File: src/logic/fsp_defines.svh
// constants for the flash status polling controller
// Summary of operation
// - host polls a program at the programmed address only.
// - host polls erase status at an address inside a selected sector.
// - poll bit may change before low bits; take data from a later read.
// - after timeout fail bit seen high, read the poll bit once more.
// - toggle polling starts with two back-to-back reads compared.
// - toggling with fail bit high: recheck; still toggling means failure, reset.
// - a paused toggle poll restarts from the initial double read.
// - reset command is one write of F0 at any address.
`ifndef FSP_DEFINES_SVH
`define FSP_DEFINES_SVH
// register byte offsets
`define FSP_OFF_CTRL     12'h000
`define FSP_OFF_ADDR     12'h004
`define FSP_OFF_DATA     12'h008
`define FSP_OFF_STATUS   12'h00C
`define FSP_OFF_RDATA    12'h010
// control fields
`define FSP_CTRL_START   0
`define FSP_CTRL_METHOD  1
`define FSP_CTRL_RESET   2
// status fields
`define FSP_ST_BUSY      0
`define FSP_ST_DONE      1
`define FSP_ST_FAIL      2
`define FSP_ST_RESETDONE 3
// data bit positions
`define FSP_BIT_POLL     7
`define FSP_BIT_TOGGLE   6
`define FSP_BIT_FAIL     5
// reset command value
`define FSP_CMD_RESET    16'h00F0
// bus cycle timing: 70 ns address-to-data, 30 ns write strobe
`define FSP_T_READ_NS    70
`define FSP_T_WRITE_NS   30
`define FSP_CLK_NS       8
`define FSP_RD_CYC ((`FSP_T_READ_NS + `FSP_CLK_NS - 1) / `FSP_CLK_NS)
`define FSP_WR_CYC ((`FSP_T_WRITE_NS + `FSP_CLK_NS - 1) / `FSP_CLK_NS)
`define FSP_CYC_W        4
`endif

File: src/logic/fsp_pkg.sv
// types for the flash status polling controller
package fsp_pkg;
   typedef enum logic [3:0] {
      FSP_IDLE   = 4'b0000,
      FSP_RD1    = 4'b0001,
      FSP_RD2    = 4'b0010,
      FSP_RD3    = 4'b0011,
      FSP_EVAL   = 4'b0100,
      FSP_WRRST  = 4'b0101,
      FSP_FINAL  = 4'b0110
   } fsp_state_t;
   typedef enum logic [1:0] {
      FSP_BUS_IDLE = 2'b00,
      FSP_BUS_RD   = 2'b01,
      FSP_BUS_WR   = 2'b10,
      FSP_BUS_END  = 2'b11
   } fsp_bus_state_t;
endpackage

File: src/logic/fsp_poll_ctrl.sv
// status polling controller for an asynchronous nor flash
//
// The register addresses and the APB slave port were decided locally.
`timescale 1ns/1ps
`include "fsp_defines.svh"
module fsp_poll_ctrl (
   // clock and reset
   input  wire logic        CLK_SYS,
   input  wire logic        RESET,
   // apb slave
   input  wire logic        PSEL,
   input  wire logic        PENABLE,
   input  wire logic        PWRITE,
   input  wire logic [11:0] PADDR,
   input  wire logic [31:0] PWDATA,
   output logic      [31:0] PRDATA,
   output logic             PREADY,
   output logic             PSLVERR,
   // flash pins
   output logic      [22:0] FLASH_ADDR,
   output logic             FLASH_CE_N,
   output logic             FLASH_OE_N,
   output logic             FLASH_WE_N,
   output logic      [15:0] FLASH_DQ_OUT,
   output logic             FLASH_DQ_OE,
   input  wire logic [15:0] FLASH_DQ_IN
);
   import fsp_pkg::*;
   logic        start_pulse;
   logic        reset_pulse;
   logic        use_toggle;
   logic [22:0] poll_addr;
   logic [15:0] prog_data;
   logic        ack;
   logic [15:0] rd_data;
   typedef struct packed {
      fsp_state_t  st;
      logic        req_rd;
      logic        req_wr;
      logic [15:0] first;
      logic [15:0] last;
      logic        busy;
      logic        done;
      logic        fail;
      logic        rst_done;
      logic        fail_seen;
   } fsp_top_st_t;
   fsp_top_st_t s_reg;
   fsp_top_st_t s_next;
   logic        poll_ok;
   logic        toggled;
   fsp_apb_slave u_apb (
      .clk         (CLK_SYS),
      .rst         (RESET),
      .psel        (PSEL),
      .penable     (PENABLE),
      .pwrite      (PWRITE),
      .paddr       (PADDR),
      .pwdata      (PWDATA),
      .prdata      (PRDATA),
      .pready      (PREADY),
      .pslverr     (PSLVERR),
      .start_pulse (start_pulse),
      .reset_pulse (reset_pulse),
      .use_toggle  (use_toggle),
      .poll_addr   (poll_addr),
      .prog_data   (prog_data),
      .status      ({s_reg.rst_done, s_reg.fail, s_reg.done, s_reg.busy}),
      .last_read   (s_reg.last),
      .busy        (s_reg.busy)
   );
   // the poll address doubles as the valid poll address
   fsp_bus_cycle u_cyc (
      .clk      (CLK_SYS),
      .rst      (RESET),
      .req_rd   (s_reg.req_rd),
      .req_wr   (s_reg.req_wr),
      .req_addr (poll_addr),
      .req_data (`FSP_CMD_RESET),
      .ack      (ack),
      .rd_data  (rd_data),
      .addr     (FLASH_ADDR),
      .ce_n     (FLASH_CE_N),
      .oe_n     (FLASH_OE_N),
      .we_n     (FLASH_WE_N),
      .dq_out   (FLASH_DQ_OUT),
      .dq_oe    (FLASH_DQ_OE),
      .dq_in    (FLASH_DQ_IN)
   );
   // erase and program polling both expect bit 7 of the programmed data word
   assign poll_ok = rd_data[`FSP_BIT_POLL] == prog_data[`FSP_BIT_POLL];
   assign toggled = rd_data[`FSP_BIT_TOGGLE] != s_reg.first[`FSP_BIT_TOGGLE];
   always_comb begin
      s_next = s_reg;
      s_next.req_rd = 1'b0;
      s_next.req_wr = 1'b0;
      unique case (s_reg.st)
         FSP_IDLE: begin
            if (start_pulse) begin
               s_next.busy = 1'b1;
               s_next.done = 1'b0;
               s_next.fail = 1'b0;
               s_next.rst_done = 1'b0;
               s_next.fail_seen = 1'b0;
               s_next.req_rd = 1'b1;
               s_next.st = FSP_RD1;
            end else if (reset_pulse) begin
               s_next.busy = 1'b1;
               s_next.rst_done = 1'b0;
               s_next.req_wr = 1'b1;
               s_next.st = FSP_WRRST;
            end
         end
         FSP_RD1: begin
            if (ack) begin
               s_next.first = rd_data;
               s_next.last = rd_data;
               s_next.req_rd = 1'b1;
               if (!use_toggle) begin
                  s_next.st = FSP_RD3;
               end else begin
                  s_next.st = FSP_RD2;
               end
            end
         end
         FSP_RD2: begin
            // toggle method: two back-to-back reads compared
            if (ack) begin
               s_next.last = rd_data;
               if (!toggled) begin
                  s_next.req_rd = 1'b1;
                  s_next.st = FSP_FINAL;
               end else if (s_reg.fail_seen) begin
                  s_next.fail = 1'b1;
                  s_next.req_wr = 1'b1;
                  s_next.st = FSP_WRRST;
               end else begin
                  s_next.fail_seen = rd_data[`FSP_BIT_FAIL];
                  s_next.first = rd_data;
                  s_next.req_rd = 1'b1;
                  s_next.st = FSP_RD2;
               end
            end
         end
         FSP_RD3: begin
            // data-complement method on the valid poll address
            if (ack) begin
               s_next.last = rd_data;
               if (poll_ok) begin
                  s_next.req_rd = 1'b1;
                  s_next.st = FSP_FINAL;
               end else if (s_reg.fail_seen) begin
                  s_next.fail = 1'b1;
                  s_next.req_wr = 1'b1;
                  s_next.st = FSP_WRRST;
               end else begin
                  s_next.fail_seen = rd_data[`FSP_BIT_FAIL];
                  s_next.req_rd = 1'b1;
               end
            end
         end
         FSP_FINAL: begin
            // later read returns fully valid array data
            if (ack) begin
               s_next.last = rd_data;
               s_next.st = FSP_EVAL;
            end
         end
         FSP_EVAL: begin
            s_next.busy = 1'b0;
            s_next.done = 1'b1;
            s_next.st = FSP_IDLE;
         end
         FSP_WRRST: begin
            if (ack) begin
               s_next.busy = 1'b0;
               s_next.done = 1'b1;
               s_next.rst_done = 1'b1;
               s_next.st = FSP_IDLE;
            end
         end
         default: s_next.st = FSP_IDLE;
      endcase
   end
   always_ff @(posedge CLK_SYS) begin
      if (RESET) begin
         s_reg <= '0;
      end else begin
         s_reg <= s_next;
      end
   end
endmodule

File: src/logic/fsp_apb_slave.sv
// apb register slave of the polling controller
`timescale 1ns/1ps
`include "fsp_defines.svh"
module fsp_apb_slave (
   // clock and reset
   input  wire logic        clk,
   input  wire logic        rst,
   // apb
   input  wire logic        psel,
   input  wire logic        penable,
   input  wire logic        pwrite,
   input  wire logic [11:0] paddr,
   input  wire logic [31:0] pwdata,
   output logic      [31:0] prdata,
   output logic             pready,
   output logic             pslverr,
   // register contents
   output logic             start_pulse,
   output logic             reset_pulse,
   output logic             use_toggle,
   output logic      [22:0] poll_addr,
   output logic      [15:0] prog_data,
   input  wire logic [3:0]  status,
   input  wire logic [15:0] last_read,
   input  wire logic        busy
);
   import fsp_pkg::*;
   typedef struct packed {
      logic        start;
      logic        rst_cmd;
      logic        method;
      logic [22:0] addr;
      logic [15:0] data;
      logic [31:0] rdata;
      logic        slverr;
   } fsp_apb_st_t;
   fsp_apb_st_t s_reg;
   fsp_apb_st_t s_next;
   logic        acc;
   always_comb begin
      s_next = s_reg;
      s_next.start = 1'b0;
      s_next.rst_cmd = 1'b0;
      acc = psel && penable;
      if (psel && !penable) begin
         s_next.slverr = 1'b0;
         s_next.rdata = 32'h00000000;
         unique case (paddr)
            `FSP_OFF_CTRL:   s_next.rdata = {31'h00000000, s_reg.method} << 1;
            `FSP_OFF_ADDR:   s_next.rdata = {9'h000, s_reg.addr};
            `FSP_OFF_DATA:   s_next.rdata = {16'h0000, s_reg.data};
            `FSP_OFF_STATUS: s_next.rdata = {28'h0000000, status};
            `FSP_OFF_RDATA:  s_next.rdata = {16'h0000, last_read};
            default:         s_next.slverr = 1'b1;
         endcase
      end
      if (acc && pwrite && !s_reg.slverr) begin
         unique case (paddr)
            `FSP_OFF_CTRL: begin
               s_next.method = pwdata[`FSP_CTRL_METHOD];
               s_next.start = pwdata[`FSP_CTRL_START] && !busy;
               s_next.rst_cmd = pwdata[`FSP_CTRL_RESET] && !busy;
            end
            `FSP_OFF_ADDR: s_next.addr = pwdata[22:0];
            `FSP_OFF_DATA: s_next.data = pwdata[15:0];
            default: ;
         endcase
      end
   end
   always_ff @(posedge clk) begin
      if (rst) begin
         s_reg <= '0;
      end else begin
         s_reg <= s_next;
      end
   end
   // no wait states: setup cycle decodes, access completes at once
   assign pready = 1'b1;
   assign prdata = s_reg.rdata;
   // registered flag decoded in setup; it only counts in the access phase
   assign pslverr = s_reg.slverr;
   assign start_pulse = s_reg.start;
   assign reset_pulse = s_reg.rst_cmd;
   assign use_toggle = s_reg.method;
   assign poll_addr = s_reg.addr;
   assign prog_data = s_reg.data;
endmodule

File: src/logic/fsp_bus_cycle.sv
// one asynchronous flash read or write cycle
`timescale 1ns/1ps
`include "fsp_defines.svh"
module fsp_bus_cycle (
   // clock and reset
   input  wire logic        clk,
   input  wire logic        rst,
   // request
   input  wire logic        req_rd,
   input  wire logic        req_wr,
   input  wire logic [22:0] req_addr,
   input  wire logic [15:0] req_data,
   output logic             ack,
   output logic      [15:0] rd_data,
   // flash pins
   output logic      [22:0] addr,
   output logic             ce_n,
   output logic             oe_n,
   output logic             we_n,
   output logic      [15:0] dq_out,
   output logic             dq_oe,
   input  wire logic [15:0] dq_in
);
   import fsp_pkg::*;
   typedef struct packed {
      fsp_bus_state_t        st;
      logic [`FSP_CYC_W-1:0] cnt;
      logic                  ack;
      logic [15:0]           rd;
      logic [22:0]           addr;
      logic                  ce_n;
      logic                  oe_n;
      logic                  we_n;
      logic [15:0]           dq;
      logic                  dq_oe;
   } fsp_cyc_st_t;
   fsp_cyc_st_t s_reg;
   fsp_cyc_st_t s_next;
   always_comb begin
      s_next = s_reg;
      s_next.ack = 1'b0;
      unique case (s_reg.st)
         FSP_BUS_IDLE: begin
            s_next.cnt = '0;
            if (req_rd) begin
               s_next.st = FSP_BUS_RD;
               s_next.addr = req_addr;
               s_next.ce_n = 1'b0;
               s_next.oe_n = 1'b0;
            end else if (req_wr) begin
               s_next.st = FSP_BUS_WR;
               s_next.addr = req_addr;
               s_next.dq = req_data;
               s_next.dq_oe = 1'b1;
               s_next.ce_n = 1'b0;
               s_next.we_n = 1'b0;
            end
         end
         FSP_BUS_RD: begin
            s_next.cnt = s_reg.cnt + 1'b1;
            // all sixteen lines sampled, bits picked by position later
            if (s_reg.cnt == `FSP_CYC_W'(`FSP_RD_CYC)) begin
               s_next.rd = dq_in;
               s_next.st = FSP_BUS_END;
               s_next.ce_n = 1'b1;
               s_next.oe_n = 1'b1;
               s_next.ack = 1'b1;
            end
         end
         FSP_BUS_WR: begin
            s_next.cnt = s_reg.cnt + 1'b1;
            if (s_reg.cnt == `FSP_CYC_W'(`FSP_WR_CYC)) begin
               s_next.st = FSP_BUS_END;
               s_next.ce_n = 1'b1;
               s_next.we_n = 1'b1;
               s_next.ack = 1'b1;
            end
         end
         FSP_BUS_END: begin
            // data hold and recovery so that each read is a distinct cycle
            s_next.dq_oe = 1'b0;
            s_next.st = FSP_BUS_IDLE;
         end
      endcase
   end
   always_ff @(posedge clk) begin
      if (rst) begin
         s_reg <= '0;
         s_reg.ce_n <= 1'b1;
         s_reg.oe_n <= 1'b1;
         s_reg.we_n <= 1'b1;
      end else begin
         s_reg <= s_next;
      end
   end
   assign ack = s_reg.ack;
   assign rd_data = s_reg.rd;
   assign addr = s_reg.addr;
   assign ce_n = s_reg.ce_n;
   assign oe_n = s_reg.oe_n;
   assign we_n = s_reg.we_n;
   assign dq_out = s_reg.dq;
   assign dq_oe = s_reg.dq_oe;
endmodule

File: config.mk
export PLATFORM = sky130hd
export DESIGN_NAME = fsp_poll_ctrl
export DESIGN_NICKNAME = d
export VERILOG_FILES = /design/src/logic/fsp_pkg.sv /design/src/logic/fsp_poll_ctrl.sv /design/src/logic/fsp_apb_slave.sv /design/src/logic/fsp_bus_cycle.sv
export VERILOG_INCLUDE_DIRS = /design/src /design/src/logic
export SDC_FILE = /design/constraint.sdc
export NUM_CORES = 1
export LEC_CHECK = 0
export BUFFER_PORTS_ARGS = -buffer_cell sky130_fd_sc_hd__buf_2
export CORE_UTILIZATION = 48
export DETAILED_ROUTE_END_ITERATION = 16
export PLACE_DENSITY = 0.7
export REMOVE_ABC_BUFFERS = 1
export SLEW_MARGIN = 20
export SYNTH_ARGS = -nofsm -noshare
export SYNTH_HDL_FRONTEND = slang
export SYNTH_SLANG_ARGS = --single-unit
File: constraint.sdc
create_clock -name CLK_SYS -period 3.3 [get_ports CLK_SYS]
set_input_delay 0.825 -clock CLK_SYS [delete_from_list [all_inputs] [get_ports CLK_SYS]]
set_output_delay 0.825 -clock CLK_SYS [all_outputs]
set_load 0.1 [all_outputs]
==> impl_metrics.csv, run 1 <==
group,metric,value,unit
sta,worst_pin_slew,1.09,ns
synth,yosysWarnings,0,
critical_path,cp_num_buf_inv,1,
sta,slew_headroom,27.5,%
grt,grt-ovfl-total,0,
sta,hold_viol_final,0,
clocking,cts_resized,0,
place,place_congestion,0.824,
synth,ys_seq_area_share,44.5,%
clocking,cts_max_path_buffers,2,
synth,synth-adder-area-share,1.55,%
worst_hold_path,worstHoldStart,"u_apb.prdata[4]",
synth,synth_top_family_by_area,"simple AND/OR/NAND/NOR gates",
floorplanning,coreArea,0.0132,mm2
critical_path,cp-startpoint,"PADDR[7]",
synth,synth_area,0.00647,mm2
sta,period_share,67.2,%
drt,first_iter_violations,474,
finish,areaGrowthSynthToFinish,15.9,%
clocking,cts_root_buffer,"clkbuf_16",
clocking,cts.clk_slew.worst_paths,0.06,ns
power,power.switching,1.22,mW
clocking,post_cts_buffers,0,
clocking,cts_tree,"built",
finish,layout-drive-gt1-share,20.8,%
place,place_inst,947,
critical_path,start_kind,"primary input",
drt,antenna_left,0,
finish,largest_reg_flops,27,
floorplanning,die_w,118,um
floorplanning,fp-row-count,42,
floorplanning,fp.dieH,118,um
critical_path,crit_path_cell_trace,"buf_2, or4_1, nor3_1, and4b_1, a22o_1",
synth,ys.flop_type,"dfxtp_1",
grt,grt_start_max_net_pins,57,
finish,final_nets,863,
sta,fmax,0.451,GHz
drt,wl_per_cell,15.5,um
critical_path,required,3.67,ns
floorplanning,io_pins,142,
critical_path,arrival,2.58,ns
sta,finalMaxSlewViolations,0,
place,dp_hpwl,9990,um
power,p_comb_share,13.7,%
drt,avgViaCountPerCell,5.37,
critical_path,cp_slowest_stage_delay,0.62,ns
sta,grt_setup_unrepaired,"false",
floorplanning,dieArea,0.0140,mm2
finish,regArea,0.00288,mm2
synth,synth.area.mux_share,8.89,%
flow_run,max-cap-violations,0,
clocking,hold_buffers,0,
drt,drc_errors,0,
drt,vias,5257,
drt,wl,15200,um
critical_path,crit_fanout,7,
drt,drtPass1Iterations,5,
grt,grt_pass1_wl,24500,um
synth,synth_seq_cells,144,
place,place_ws,0.636,ns
grt,track_usage,22.4,%
grt,grt_pass1_vias,5034,
synth,syn_area_per_cell,8.93,um2
synth,synth_simple_gate_area_share,21.4,%
power,p_leak,3.14,nW
critical_path,slowest_stage,"or4_1",
finish,fin_cells,979,
power,p_per_area,612,mW/mm2
synth,async_flop_share,0,%
power,vdd_drop_max,584,uV
power,power,4.59,mW
clocking,clk_latency,0.42,ns
finish,stdcell_area,0.00751,mm2
power,swShare,26.6,%
synth,synth_xor_area_share,0.135,%
sta,fin_ws,1.08,ns
synth,synth_cell_type_count,58,
clocking,cts.sinks,144,
finish,multiInputGateArea,0.00306,mm2
sta,period_minus_slack,2.22,ns
power,internal-power,3.37,mW
floorplanning,start_util,49.1,%
finish,diodes,0,
power,p_seq_share,40.9,%
synth,synth_compound_area_share,13.6,%
synth,syn_inst,725,
critical_path,worstSetupPathType,"in2reg",
synth,synth_edf_count,0,
sta,setup_viol_count_final,0,
status,status,"completed",
power,clkPwrFrac,45.4,%
critical_path,end_kind,"flop",
place,dpl-instance-area,0.00686,mm2
critical_path,r2r-start,"u_cyc.s_reg[65]",
sta,fin_skew,0.00955,ns
critical_path,crit_family,"simple AND/OR/NAND/NOR gates",
worst_hold_path,hold_class,"reg2reg",
clocking,cts_buffers,17,
place,port_buffers,110,
finish,fillers,1143,
clocking,h-tree-depth,4,
grt,antenna_found_initial,0,
cells in the mapped netlist, types with 3 or more instances:
master       n  share of area, %
buf_4       49               5.7
o211ai_1     3              0.35
a211oi_1     3              0.35
a2bb2oi_1    3              0.41
mux2i_1     53               8.2
nand2b_1    65               6.3
inv_1       12              0.70
and2_1       3              0.29
o21ai_1      6              0.46
or4_1        3              0.35
nor2b_1      7              0.68
o21ai_0     27               2.1
dfxtp_1    144                45
o21a_1       3              0.35
buf_1        3              0.17
a311oi_1     4              0.54
buf_2        3              0.23
ha_1         8               1.5
a21oi_1     52               4.0
a22oi_1      6              0.70
nor4b_1      3              0.41
nor3_1      10              0.77
nand4b_1     9               1.2
nor3b_1      5              0.58
nand3b_1     5              0.58
clkbuf_1    37               2.1
mux2_2       4              0.70
a22o_1       7              0.95
a222oi_1    12               1.9
buf_6        3              0.52
nand3_1      4              0.31
nor2_1      37               2.1
nand2_1    103               6.0
placed cells by master (no fill, tap or decap), drive strengths merged, types with 6 or more instances in the layout:
| cell | n |
|---|---|
| a21oi | 52 |
| a222oi | 12 |
| a22o | 7 |
| a22oi | 6 |
| buf | 122 |
| clkbuf | 21 |
| conb | 22 |
| dfxtp | 144 |
| ha | 8 |
| inv | 12 |
| mux2i | 53 |
| nand2 | 104 |
| nand2b | 65 |
| nand4b | 9 |
| nor2 | 37 |
| nor2b | 7 |
| nor3 | 10 |
| o21ai | 33 |
power groups by stage:
stage	Sequential (mW)	Combinational (mW)	Clock (mW)
2_1_floorplan	1.93	0.427	0
3_3_place_gp	1.91	0.597	0
3_5_place_dp	1.91	0.617	0
4_1_cts	1.87	0.624	2.11
5_1_grt	1.89	0.679	2.20
6_report	1.88	0.630	2.08
worst reg2reg max path, stage by stage, from the launching register on:
cell	delay [ns]
dfxtp_1	0.40
inv_1	0.09
ha_1	0.31
nor3b_1	0.19
a221oi_1	0.56
a21boi_0	0.19
a311o_1	0.34
final cells by class:
type                            instances  area share, %
Inverter                               12          0.600
Multi-Input combinational cell        493           40.7
Tap cell                              176           2.93
Timing Repair Buffer                  122           8.73
Sequential cell                       144           38.4
Clock inverter                         11           2.47
Clock buffer                           21           6.13
per-layer routing:
metal,part of all wire (%),wire (um),GRT usage (%),vias to the layer above
li1,-,-,-,2569
met2,47,7150,36.0,201
met3,6.8,1030,6.37,32
met1,44,6730,27.6,2455
met4,2.1,312,10.7,0
met5,0,0,0,-
cell families after synthesis:
family,after synthesis
DFF,144
adders and majority gates,8
other,2
and+or+nand+nor,267
xor gates and xnor gates,1
buffers and inverters,108
AOI/OAI and AO/OA,138
muxes,57
path summary, 6_finish.rpt:
check	to	slack [ns]	cells past startpoint
setup reg to reg	u_cyc.ce_n	1.12	6
hold / removal	u_apb.prdata[4]	0.45	2
setup / recovery	u_apb.prdata[18]	1.08	5
hold reg to reg	u_apb.prdata[4]	0.45	2
through the flow:
step                util, %  setup TNS, ns  hold WS, ns
detailed placement     52.0              0        0.440
global placement       52.0              0        0.432
CTS                    56.9              0        0.453
global route           56.9              0        0.469
floorplan                 -          -1.53        0.420
finish                 56.9              0        0.450
Power figures use the tool's default switching activity.
==> run 2: changes to the inputs <==
ABC_AREA = 1   (was unset)
clock period = 2.1 ns   (was 3.3 ns; I/O delays follow)
==> impl_metrics.csv, run 2 <==
group,metric,value,unit
place,place_ws,0.178,ns
synth,yosysTopAreaCell,"dfxtp_1",
sta,period_minus_slack,1.86,ns
finish,largest_reg_flops,27,
worst_hold_path,whs_path_depth,3,
drt,wl,15400,um
sta,fmax,0.537,GHz
worst_hold_path,hold_class,"in2reg",
place,dp_hpwl,10500,um
synth,yosysWarnings,0,
floorplanning,die_w,118,um
critical_path,r2r-start,"u_cyc.s_reg[64]",
floorplanning,coreArea,0.0128,mm2
clocking,cts_root_buffer,"clkbuf_16",
grt,grt_pass1_vias,5160,
power,p_leak,3.13,nW
finish,areaGrowthSynthToFinish,17.7,%
finish,layout-drive-gt1-share,18.6,%
drt,vias,5628,
synth,syn_area_per_cell,7.33,um2
finish,fillers,1242,
grt,grt-ovfl-total,0,
synth,synth_top_cell_area_share,44.8,%
place,place_congestion,0.900,
worst_hold_path,worstHoldStart,"FLASH_DQ_IN[10]",
critical_path,worstSetupPathType,"reg2reg",
clocking,cts_tree,"built",
grt,antenna_found_initial,0,
synth,synth_seq_cells,144,
critical_path,crit_fanout,6,
finish,layout_commonest_cell,"dfxtp_1",
synth,synth.top_cells.by_count,"dfxtp_1, a21oi_1, nand2_1",
sta,worst_pin_slew,0.534,ns
synth,ys.flop_type,"dfxtp_1",
floorplanning,fp.dieH,118,um
synth,async_flop_share,0,%
synth,syn_inst,877,
drt,drc_errors,0,
sta,setup_viol_count_final,0,
critical_path,required,2.45,ns
drt,avgViaCountPerCell,4.92,
finish,final_cell_mix,"dfxtp_1, a21oi_1, nand2_1",
grt,track_usage,23.0,%
critical_path,end_kind,"flop",
floorplanning,dieArea,0.0139,mm2
sta,slew_headroom,64.4,%
grt,grt_start_max_net_pins,47,
sta,hold_viol_final,0,
power,power,7.03,mW
synth,ys_seq_area_share,44.8,%
sta,grt_setup_unrepaired,"false",
worst_hold_path,min_to,"u_cyc.rd_data[10]",
sta,period_share,88.6,%
sta,fin_ws,0.239,ns
drt,drtPass1Iterations,5,
critical_path,arrival,2.21,ns
power,vdd_drop_max,1210,uV
status,status,"completed",
critical_path,start_kind,"flop",
clocking,cts_resized,0,
drt,first_iter_violations,404,
clocking,h-tree-depth,4,
grt,grt_pass1_wl,25400,um
critical_path,reg2reg_depth,9,
clocking,clk_latency,0.42,ns
floorplanning,io_pins,142,
clocking,cts_max_path_buffers,2,
synth,post-synth-top-count-cell,"dfxtp_1",
synth,synth_area_leaders,"dfxtp_1, a21oi_1, o21ai_0",
synth,synth_area,0.00643,mm2
critical_path,r2r_end,"u_cyc.s_reg[64]",
finish,final_nets,1033,
synth,synth_cell_type_count,30,
sta,finalMaxSlewViolations,0,
finish,diodes,0,
clocking,cts_buffers,17,
place,port_buffers,110,
floorplanning,start_util,50.1,%
clocking,cts.sinks,144,
critical_path,reg2reg_slack,0.24,ns
clocking,cts.clk_slew.worst_paths,0.06,ns
drt,wl_per_cell,13.4,um
sta,fin_skew,0.00702,ns
floorplanning,fp-row-count,41,
drt,antenna_left,0,
power,p_per_area,929,mW/mm2
flow_run,max-cap-violations,0,
synth,synth_edf_count,0,
[run 2: power by group]
| group | internal, mW | total, mW | switching [mW] |
|---|---|---|---|
| combinational | 0.310 | 1.18 | 0.873 |
| clock | 1.79 | 2.99 | 1.20 |
| sequential | 2.81 | 2.87 | 0.0577 |
[run 2: layer usage]
layer | up-vias | GRT usage, % | wire [um] | part of all wire, %
li1 | 2948 | - | - | -
met2 | 132 | 39.0 | 7300 | 48
met4 | 0 | 8.33 | 184 | 1.2
met5 | - | 0 | 0 | 0
met3 | 16 | 4.36 | 656 | 4.3
met1 | 2532 | 29.1 | 7210 | 47
[run 2: layout make-up]
class,instances,area (um2),area share (%)
clock buffer,21,450,5.95
inverter,128,480,6.35
tap,172,215,2.84
multi-input combinational,534,2610,34.5
sequential,144,2880,38.1
timing repair buffer,135,801,10.6
clock inverter,11,131,1.74
[run 2: how the worst max path moves through the flow]
stage                         start                  end  slack (ns)
floorplan           u_cyc.dq_out[4]      FLASH_DQ_OUT[4]       -1.28
global placement           PADDR[9]  u_apb.poll_addr[13]        0.24
detailed placement        PADDR[11]   u_apb.poll_addr[9]        0.18
CTS                 u_cyc.s_reg[64]      u_cyc.s_reg[64]        0.20
global route        u_cyc.s_reg[64]      u_cyc.s_reg[64]         0.1
finish              u_cyc.s_reg[64]      u_cyc.s_reg[64]        0.24
[run 2: cells by family after synthesis]
family	Yosys count	synth area share, %
compound gates	253	20.2
simple gates	251	17.4
buf+inv	219	15.9
flops	144	44.8
fa+ha+maj	8	1.56
other cells	2	0.117
[run 2: worst max-delay path, stage by stage, from the launching register on]
cell	delay, ns
dfxtp_1	0.32
inv_1	0.10
ha_1	0.32
inv_1	0.13
nor2_1	0.23
inv_1	0.12
o211ai_1	0.18
buf_4	0.16
o21ai_0	0.07
a21oi_1	0.15
[run 2: repair_timing]
item,4_1_cts,5_1_grt
endpoints found under the setup margin,0,1
hold buffers,0,0
setup buffers,0,1
[run 2: stage by stage]
step	hold slack (ns)	instance area (um2)	cells	setup TNS, ns	util (%)
CTS	0.340	7560	1144	0	59.0
floorplan	0.426	5960	806	-6.33	-
finish	0.351	7570	1145	0	59.0
global placement	0.427	6980	1112	0	54.4
detailed placement	0.432	6980	1112	0	54.4
global route	0.358	7570	1145	0	59.0
